===== config.mk =====
export PLATFORM = sky130hd
export DESIGN_NAME = smi_indexer
export DESIGN_NICKNAME = d
export VERILOG_FILES = /design/src/core/smi_pkg.sv /design/src/core/smi_indexer.sv
export VERILOG_INCLUDE_DIRS = /design/src /design/src/core
export SDC_FILE = /design/constraint.sdc
export NUM_CORES = 1
export LEC_CHECK = 0
export BUFFER_PORTS_ARGS = -buffer_cell sky130_fd_sc_hd__buf_4
export CAP_MARGIN = 20
export CORE_MARGIN = 2
export CORE_UTILIZATION = 45
export DETAILED_ROUTE_END_ITERATION = 10
export PLACE_DENSITY = 0.76
export SLEW_MARGIN = 30
export SYNTH_ARGS = -nofsm -noshare
export SYNTH_HDL_FRONTEND = slang
export SYNTH_SLANG_ARGS = --single-unit

===== constraint.sdc =====
create_clock -name pclk -period 7.6 [get_ports pclk]
set_input_delay 1.52 -clock pclk [delete_from_list [all_inputs] [get_ports pclk]]
set_output_delay 1.52 -clock pclk [all_outputs]
set_load 0.02 [all_outputs]

===== src/core/smi_defs.svh =====
/*
 Constants of the microstep indexer: register map, field positions,
 reset values and timing figures. Assumes a 100 MHz pclk.
*/
`ifndef SMI_DEFS_SVH
`define SMI_DEFS_SVH
// ----------------------------------------
// Register map
// ----------------------------------------
`define SMI_CTRL_OFS 8'h00
`define SMI_STAT_OFS 8'h04
`define SMI_INT_OFS 8'h08
`define SMI_MASK_OFS 8'h0C
`define SMI_CTRL_RST 1'h0
`define SMI_CTRL_FAST_BIT 0
`define SMI_STAT_POS_LSB 0
`define SMI_STAT_SH_LSB 8
`define SMI_STAT_ST_LSB 12
`define SMI_STAT_UV_BIT 16
`define SMI_STAT_BR_BIT 17
`define SMI_INT_STEP_BIT 0
`define SMI_INT_UV_BIT 1
`define SMI_INT_RUN_BIT 2
`define SMI_INT_RST 3'h0
`define SMI_MASK_RST 3'h0
// ----------------------------------------
// Indexer and supply
// ----------------------------------------
`define SMI_HOME_POS 7'h10
`define SMI_FULL_OFS 7'h10
`define SMI_UV_FALL_MV 16'd2900
`define SMI_UV_RISE_MV 16'd3000
// ----------------------------------------
// Timing
// ----------------------------------------
`define SMI_CLK_NS 10
`define SMI_TOFF_LO_US 20
`define SMI_TOFF_Z_US 10
`define SMI_TOFF_HI_US 30
`define SMI_T_SLEEP_US 1000
`define SMI_T_WAKE_US 1000
`define SMI_T_ON_US 1000
`define SMI_CYC(us) ((us) * 1000 / `SMI_CLK_NS)
`endif


===== src/core/smi_pkg.sv =====
/*
 Types of the microstep indexer.
 Assumes smi_defs.svh for constants.
*/
package smi_pkg;
  // Resolved tri-level pin
  typedef enum logic [1:0] {
    TRI_LOW = 2'b00,
    TRI_OPEN = 2'b01,
    TRI_HIGH = 2'b10
  } smi_tri_t;
  // Sensed tri-level pin: above high, below low threshold
  typedef struct packed {
    logic hi;
    logic lo;
  } smi_tri_pin_t;
  // Power sequencing state
  typedef enum logic [1:0] {
    ST_LOCK = 2'b00,
    ST_WAKE = 2'b01,
    ST_RUN = 2'b10,
    ST_DOZE = 2'b11
  } smi_state_t;
  // Winding drive
  typedef struct packed {
    logic signed [7:0] cur_a;
    logic signed [7:0] cur_b;
  } smi_drive_t;
endpackage : smi_pkg


===== src/core/smi_indexer.sv =====
/*
 Microstep indexer with power sequencing, off-time chopping, decay choice,
 open-drain fault and an APB register slave.
 Assumes synchronous pins, tri-level pins sensed by two comparators, and a
 digitised motor supply in millivolts.
*/
// Local design decisions: the register addresses and the APB slave port.
`timescale 1ns/1ps
`include "smi_defs.svh"
module smi_indexer #(
  parameter int unsigned SLEEP_CYC = `SMI_CYC(`SMI_T_SLEEP_US),
  parameter int unsigned ON_CYC = `SMI_CYC(`SMI_T_ON_US),
  parameter int unsigned CW = 17
) (
  input wire logic pclk,
  input wire logic presetn,
  input wire logic psel,
  input wire logic penable,
  input wire logic pwrite,
  input wire logic [7:0] paddr,
  input wire logic [31:0] pwdata,
  output logic [31:0] prdata,
  output logic pready,
  output logic pslverr,
  input wire logic step,
  input wire logic step_direction,
  input wire logic output_disable_n,
  input wire logic sleep_request_low,
  input wire logic auto_decay_enable,
  input wire smi_pkg::smi_tri_pin_t step_mode_sel0,
  input wire smi_pkg::smi_tri_pin_t step_mode_sel1,
  input wire smi_pkg::smi_tri_pin_t torque_scale_sel0,
  input wire smi_pkg::smi_tri_pin_t torque_scale_sel1,
  input wire smi_pkg::smi_tri_pin_t offtime_select,
  input wire logic [15:0] motor_supply,
  input wire logic [1:0] chop_trip,
  input wire logic fault_ext,
  output smi_pkg::smi_drive_t drive,
  output logic bridge_enable,
  output logic [1:0] chop_off,
  output logic [1:0] decay_fast,
  output logic sleep_active,
  output logic fault_indicator_n_o,
  output logic fault_indicator_n_oe,
  output logic irq
);
  // ----------------------------------------
  // Tri-level resolution
  // ----------------------------------------
  function automatic smi_pkg::smi_tri_t res(smi_pkg::smi_tri_pin_t p);
    if (p.lo) return smi_pkg::TRI_LOW;
    else if (p.hi) return smi_pkg::TRI_HIGH;
    else return smi_pkg::TRI_OPEN;
  endfunction : res

  wire smi_pkg::smi_tri_t m0 = res(step_mode_sel0);
  wire smi_pkg::smi_tri_t m1 = res(step_mode_sel1);
  wire smi_pkg::smi_tri_t t0 = res(torque_scale_sel0);
  wire smi_pkg::smi_tri_t t1 = res(torque_scale_sel1);
  wire smi_pkg::smi_tri_t tf = res(offtime_select);

  // ----------------------------------------
  // Step mode decode
  // ----------------------------------------
  // Shift gives step size 1 << sh; 5 is full step
  logic [2:0] sh;
  logic dual;
  always_comb begin
    sh = 3'd5;
    dual = 1'b0;
    unique case ({m1, m0})
      {smi_pkg::TRI_LOW, smi_pkg::TRI_LOW}: sh = 3'd5;
      {smi_pkg::TRI_LOW, smi_pkg::TRI_OPEN}: sh = 3'd4;
      {smi_pkg::TRI_LOW, smi_pkg::TRI_HIGH}: sh = 3'd3;
      {smi_pkg::TRI_OPEN, smi_pkg::TRI_LOW}: sh = 3'd2;
      {smi_pkg::TRI_OPEN, smi_pkg::TRI_OPEN}: begin
        sh = 3'd2;
        dual = 1'b1;
      end
      {smi_pkg::TRI_OPEN, smi_pkg::TRI_HIGH}: sh = 3'd1;
      {smi_pkg::TRI_HIGH, smi_pkg::TRI_LOW}: begin
        sh = 3'd1;
        dual = 1'b1;
      end
      {smi_pkg::TRI_HIGH, smi_pkg::TRI_OPEN}: sh = 3'd0;
      {smi_pkg::TRI_HIGH, smi_pkg::TRI_HIGH}: begin
        sh = 3'd0;
        dual = 1'b1;
      end
      default: sh = 3'd5;
    endcase
  end

  // ----------------------------------------
  // Supply lockout and power sequencing
  // ----------------------------------------
  smi_pkg::smi_state_t st_q, st_d;
  logic uvlo_q, uvlo_d;
  logic [CW-1:0] cnt_q, cnt_d;
  assign uvlo_d = uvlo_q ? (motor_supply <= `SMI_UV_RISE_MV)
                         : (motor_supply < `SMI_UV_FALL_MV);
  wire cnt_on_end = cnt_q == CW'(ON_CYC - 1);
  wire cnt_sl_end = cnt_q == CW'(SLEEP_CYC - 1);
  wire run_ev = st_q == smi_pkg::ST_WAKE && cnt_on_end
                && sleep_request_low;

  always_comb begin
    st_d = st_q;
    cnt_d = cnt_q + CW'(1);
    unique case (st_q)
      smi_pkg::ST_LOCK: begin
        cnt_d = '0;
        if (sleep_request_low) st_d = smi_pkg::ST_WAKE;
      end
      smi_pkg::ST_WAKE: begin
        if (!sleep_request_low) st_d = smi_pkg::ST_LOCK;
        else if (cnt_on_end) st_d = smi_pkg::ST_RUN;
      end
      smi_pkg::ST_RUN: begin
        cnt_d = '0;
        if (!sleep_request_low) st_d = smi_pkg::ST_DOZE;
      end
      smi_pkg::ST_DOZE: begin
        if (cnt_sl_end) st_d = smi_pkg::ST_LOCK;
      end
    endcase
    if (uvlo_q) begin
      st_d = smi_pkg::ST_LOCK;
      cnt_d = '0;
    end
  end

  always_ff @(posedge pclk or negedge presetn) begin
    if (!presetn) begin
      st_q <= smi_pkg::ST_LOCK;
      uvlo_q <= 1'b1;
      cnt_q <= '0;
    end else begin
      st_q <= st_d;
      uvlo_q <= uvlo_d;
      cnt_q <= cnt_d;
    end
  end

  // ----------------------------------------
  // Indexer
  // ----------------------------------------
  logic step_q;
  logic [6:0] pos_q, pos_d;
  wire rise = step && !step_q;
  wire fall = !step && step_q;
  wire run = st_q == smi_pkg::ST_RUN;
  wire adv = (rise || (fall && dual)) && (run || st_q == smi_pkg::ST_DOZE);
  wire [6:0] sz = 7'(7'h01 << sh);
  wire [6:0] msk = ~(sz - 7'h01);
  wire [6:0] ofs = (sh == 3'd5) ? `SMI_FULL_OFS : 7'h00;
  wire [6:0] rel = pos_q - ofs;
  wire [6:0] up = (rel & msk) + sz + ofs;
  wire [6:0] dn = (((rel & ~msk) == 7'h00) ? rel - sz : rel & msk) + ofs;

  assign pos_d = step_direction ? up : dn;

  always_ff @(posedge pclk or negedge presetn) begin
    if (!presetn) begin
      step_q <= 1'b0;
      pos_q <= `SMI_HOME_POS;
    end else begin
      step_q <= step;
      if (st_q == smi_pkg::ST_LOCK) pos_q <= `SMI_HOME_POS;
      else if (adv) pos_q <= pos_d;
    end
  end

  // ----------------------------------------
  // Current table and torque scale
  // ----------------------------------------
  localparam logic [6:0] SINQ [33] = '{
    7'd0, 7'd5, 7'd10, 7'd15, 7'd20, 7'd24, 7'd29, 7'd34, 7'd38,
    7'd43, 7'd47, 7'd51, 7'd56, 7'd60, 7'd63, 7'd67, 7'd71, 7'd74,
    7'd77, 7'd80, 7'd83, 7'd86, 7'd88, 7'd90, 7'd92, 7'd94, 7'd96,
    7'd97, 7'd98, 7'd99, 7'd100, 7'd100, 7'd100};

  wire [3:0] tq = 4'd8 - 4'(2'(t1) * 3) - 4'(t0);

  function automatic logic signed [7:0] lvl(logic [6:0] p,
                                            logic [3:0] t);
    logic [5:0] k;
    logic [10:0] m;
    k = p[5] ? 6'd32 - 6'(p[4:0]) : 6'(p[4:0]);
    m = 11'(SINQ[k]) * 11'(t);
    return p[6] ? -$signed({1'b0, m[9:3]}) : $signed({1'b0, m[9:3]});
  endfunction : lvl

  wire signed [7:0] tgt_a = lvl(pos_q + 7'h20, tq);
  wire signed [7:0] tgt_b = lvl(pos_q, tq);
  wire [7:0] ma_n = tgt_a < 0 ? -tgt_a : tgt_a;
  wire [7:0] mb_n = tgt_b < 0 ? -tgt_b : tgt_b;
  wire [7:0] ma_q = drive.cur_a < 0 ? -drive.cur_a : drive.cur_a;
  wire [7:0] mb_q = drive.cur_b < 0 ? -drive.cur_b : drive.cur_b;

  always_ff @(posedge pclk or negedge presetn) begin
    if (!presetn) drive <= '0;
    else drive <= '{cur_a: tgt_a, cur_b: tgt_b};
  end

  assign bridge_enable = run && !output_disable_n && tq != 4'd0;
  assign sleep_active = st_q == smi_pkg::ST_LOCK;

  // ----------------------------------------
  // Off-time chopping and decay
  // ----------------------------------------
  logic [11:0] toff;
  always_comb begin
    unique case (tf)
      smi_pkg::TRI_LOW: toff = 12'(`SMI_CYC(`SMI_TOFF_LO_US));
      smi_pkg::TRI_OPEN: toff = 12'(`SMI_CYC(`SMI_TOFF_Z_US));
      smi_pkg::TRI_HIGH: toff = 12'(`SMI_CYC(`SMI_TOFF_HI_US));
      default: toff = 12'(`SMI_CYC(`SMI_TOFF_Z_US));
    endcase
  end

  logic ctrl_fast_q;
  logic [1:0] dec_q;
  wire [1:0] fall_mag = {mb_n < mb_q, ma_n < ma_q};
  wire [1:0] chg_mag = {mb_n != mb_q, ma_n != ma_q};
  logic [11:0] toff_cnt_q [2];

  for (genvar i = 0; i < 2; i++) begin : g_wind
    always_ff @(posedge pclk or negedge presetn) begin
      if (!presetn) begin
        toff_cnt_q[i] <= '0;
        dec_q[i] <= 1'b0;
      end else begin
        if (chop_off[i]) toff_cnt_q[i] <= toff_cnt_q[i] - 12'd1;
        else if (chop_trip[i] && bridge_enable) toff_cnt_q[i] <= toff;
        if (chg_mag[i]) dec_q[i] <= fall_mag[i];
      end
    end
    assign chop_off[i] = toff_cnt_q[i] != 12'd0;
    assign decay_fast[i] = auto_decay_enable ? dec_q[i] : ctrl_fast_q;
  end

  // ----------------------------------------
  // Fault pin
  // ----------------------------------------
  assign fault_indicator_n_o = 1'b0;
  assign fault_indicator_n_oe = !(uvlo_q || fault_ext);

  // ----------------------------------------
  // APB registers and interrupts
  // ----------------------------------------
  logic [2:0] int_q, mask_q;
  logic [31:0] rd_q;
  wire acc = psel && penable;
  wire wr = acc && pwrite;
  wire hit_ctrl = paddr == `SMI_CTRL_OFS;
  wire hit_stat = paddr == `SMI_STAT_OFS;
  wire hit_int = paddr == `SMI_INT_OFS;
  wire hit_mask = paddr == `SMI_MASK_OFS;
  wire hit = hit_ctrl || hit_stat || hit_int || hit_mask;
  wire [2:0] ev = {run_ev, uvlo_d && !uvlo_q, adv && run};
  wire [31:0] stat = 32'({bridge_enable, uvlo_q, 2'b00, st_q, 1'b0,
                         sh, 1'b0, pos_q});
  wire [31:0] rd_d = hit_ctrl ? 32'(ctrl_fast_q) :
                     hit_stat ? stat :
                     hit_int ? 32'(int_q) :
                     hit_mask ? 32'(mask_q) : 32'h0000_0000;

  assign pready = 1'b1;
  assign pslverr = acc && !hit;
  assign prdata = rd_q;
  assign irq = |(int_q & mask_q);

  always_ff @(posedge pclk or negedge presetn) begin
    if (!presetn) begin
      ctrl_fast_q <= `SMI_CTRL_RST;
      int_q <= `SMI_INT_RST;
      mask_q <= `SMI_MASK_RST;
      rd_q <= '0;
    end else begin
      if (psel && !penable) rd_q <= rd_d;
      if (wr && hit_ctrl) ctrl_fast_q <= pwdata[`SMI_CTRL_FAST_BIT];
      if (wr && hit_mask) mask_q <= pwdata[2:0];
      int_q <= (int_q & ~((wr && hit_int) ? pwdata[2:0] : 3'h0)) | ev;
    end
  end
endmodule : smi_indexer


==> impl_metrics.tcl <==
set metrics [dict create \
    status "finished clean" \
    place_inst 1481 \
    antenna_found_initial 0 \
    tightest_slew_ps 1080 \
    final_nets 1415 \
    totalPowerFinal_mw 4.23 \
    die_x_um 146 \
    firstDrtPassIters 5 \
    h-tree-depth 3 \
    max_freq_ghz 0.135 \
    cp-start-kind "primary input" \
    syn_area_sq_um 9140 \
    wl_per_cell_um 14.1 \
    place_area_sq_um 10500 \
    cp.arrival_ps 7690 \
    min_period_ps 7410 \
    vias_per_cell 5.40 \
    ant_nets 0 \
    drive_gt1_share_pct 21.2 \
    power.leakage_nw 5.31 \
    synthArstFlopShare_pct 100 \
    mostFrequentLayoutCell "buf_4" \
    cpMaxStageDelayCell "fa_1" \
    die-area_sq_um 21500 \
    die_h_um 146 \
    met1_usage_pct 24.9 \
    rows 52 \
    drv_slew 0 \
    drc 0 \
    synth_flop_cell "dfrtp_1" \
    met3_usage_pct 2.47 \
    pin_count 138 \
    first_global_vias 8045 \
    antenna_cells 0 \
    p_per_area_nw_per_um2 383 \
    cts.sinks 91 \
    synth_seq_cells 91 \
    setup_violations 0 \
    dp_slack_ps -430 \
    grt-ovfl-total 0 \
    grt_max_degree 69 \
    place_hpwl_mm 16.4 \
    synth_cell_types 83 \
    drtIter0Drc 392 \
    max_slew_margin_pct 27.7 \
    use_met2_pct 35.5 \
    critPathCaptureType "register" \
    fin_skew_ps 11.5 \
    numCtsBuffers 9 \
    max-vdd-ir-drop_v 0.000265 \
    cts_max_path_buffers 2 \
    stdcell_count 1500 \
    grt_usage_pct 19.8 \
    syn_to_final_growth_pct 21.0 \
    crit_fanout 4 \
    clk_latency_ps 360 \
    crit_type "in2reg" \
    num_vias 8100 \
    syn_area_per_cell_sq_um 8.38 \
    start_util_pct 45.4 \
    grt-busiest-layer "met2" \
    cts-root-buf "clkbuf_16" \
    wl_mm 21.2 \
    nFillCells 1778 \
    final_core_util_pct 55.0 \
    synthCells 1090 \
    synth_edf_count 0 \
    fin_ws_ps 187 \
    worst_path_largest_cell_delay_ps 580 \
    finalCritPeriodShare_pct 97.5 \
    cts.clk_slew.worst_paths_ps 70 \
    layout_common_cells "buf_4, nor2_1, dfrtp_1, inv_1, ha_1" \
    port_buffers 88 \
    yosys_warnings 0 \
    gp_congestion 0.871 \
    hold_viol 0 \
    fin_area_sq_um 11100 \
    core-area_sq_um 20100 \
    ctsHoldBuffers 0 \
    ys_seq_area_share_pct 25.0 \
    grt_pass1_wl_mm 36.2 \
    worstPathRequired_ps 7870 \
    cts_tree "yes" \
    hold_class "reg2reg" \
    maxCapViolCount 0 \
]
## state kept, by name, indices dropped and copies added (netlist names)
register,count
toff_cnt_q,24
cnt_q,17
drive,16
prdata,14
pos_q,7
int_q,3
mask_q,3
dec_q,2
st_q,2
ctrl_fast_q,1
step_q,1
uvlo_q,1
## critical path, delay by kind of cell
family	cells	cell delay [ps]
adders and majority gates	8	2760
AOI/OAI and AO/OA	11	1540
buffers and inverters	5	540
and+or+nand+nor	3	790
xor gates and xnor gates	3	540
## routing by layer
metal | vias to the layer above | share of wire [%]
met4 | 0 | 1.9
met2 | 153 | 50
li1 | 4029 | -
met1 | 3890 | 45
met3 | 28 | 3.1
met5 | - | 0
## final cells by class
cell class	instances	area [sq um]	share of cell area [%]
Clock buffer	9	225	2.04
Tap cell	270	338	3.06
Clock inverter	7	70.1	0.634
Multi-Input combinational cell	870	6560	59.4
Sequential cell	91	2280	20.6
Inverter	88	330	2.99
Timing Repair Buffer	165	1250	11.3
## synth_stat cells, types with 3 or more instances
cell type | count | area share [%]
nor2_1 | 100 | 4.1
dfrtp_1 | 89 | 24
inv_1 | 88 | 3.6
ha_1 | 87 | 12
nand2_1 | 81 | 3.3
o21ai_0 | 61 | 3.3
a21oi_1 | 52 | 2.8
xnor2_1 | 49 | 4.7
xor2_1 | 45 | 4.3
clkbuf_1 | 28 | 1.2
nand3_1 | 26 | 1.4
nor3_1 | 25 | 1.4
fa_1 | 24 | 5.3
nand2b_1 | 24 | 1.6
a21o_1 | 22 | 1.8
and2_1 | 21 | 1.4
buf_4 | 20 | 1.6
nor2b_1 | 17 | 1.2
nor4_1 | 14 | 0.96
a22o_1 | 13 | 1.2
mux2i_1 | 13 | 1.4
a211oi_1 | 12 | 0.99
or2_2 | 12 | 0.82
a31oi_1 | 11 | 0.75
or3_1 | 11 | 0.75
and3_1 | 10 | 0.68
mux2_2 | 10 | 1.2
nand4_1 | 10 | 0.68
nand3b_1 | 8 | 0.66
buf_2 | 7 | 0.38
o31ai_1 | 5 | 0.41
a221oi_1 | 4 | 0.38
a22oi_1 | 4 | 0.33
buf_1 | 4 | 0.16
nor3b_1 | 4 | 0.33
nor4b_1 | 4 | 0.38
o21a_1 | 4 | 0.33
o22ai_1 | 4 | 0.27
o41ai_1 | 4 | 0.38
a21boi_0 | 3 | 0.25
o21bai_1 | 3 | 0.25
or4_1 | 3 | 0.25
## what timing repair did
item,4_1_cts,5_1_grt
resized for setup,2,54
setup endpoints to repair,2,2
setup buffers,0,3
gates cloned,0,0
pin swaps,1,42
## stage by stage
stage | hold slack, ps | TNS, ps
floorplan | 448 | 0
global placement | 471 | -643
detailed placement | 472 | -818
CTS | 488 | -17.6
global route | 499 | -41.0
finish | 486 | 0
## kinds of logic after synthesis
logic type      Yosys count  share of synthesized area (%)
compound gates          236                           17.3
mux                      24                           2.90
buf+inv                 147                           6.96
simple gates            383                           21.4
xor+xnor                 95                           9.19
flops                    91                           25.0
fa+ha+maj               112                           17.3
other cells               2                         0.0822
## report_power, final
group	internal, mW	switching, mW
Sequential	0.554	0.0680
Clock	0.230	0.211
Combinational	1.55	1.62
Total	2.33	1.90
## worst paths after layout
check                                      from            end  slack [ps]  cells after the start
min in group asynchronous               presetn  toff_cnt_q[9]        1050                      1
setup reg to reg                       pos_q[0]       dec_q[0]         440                     28
setup / recovery           torque_scale_sel1[0]       dec_q[1]         190                     30
max in group asynchronous               presetn         step_q        5650                      2
hold / removal                        prdata[1]      prdata[1]         490                      2
hold reg to reg                       prdata[1]      prdata[1]         490                      2
Power figures use the tool's default switching activity.
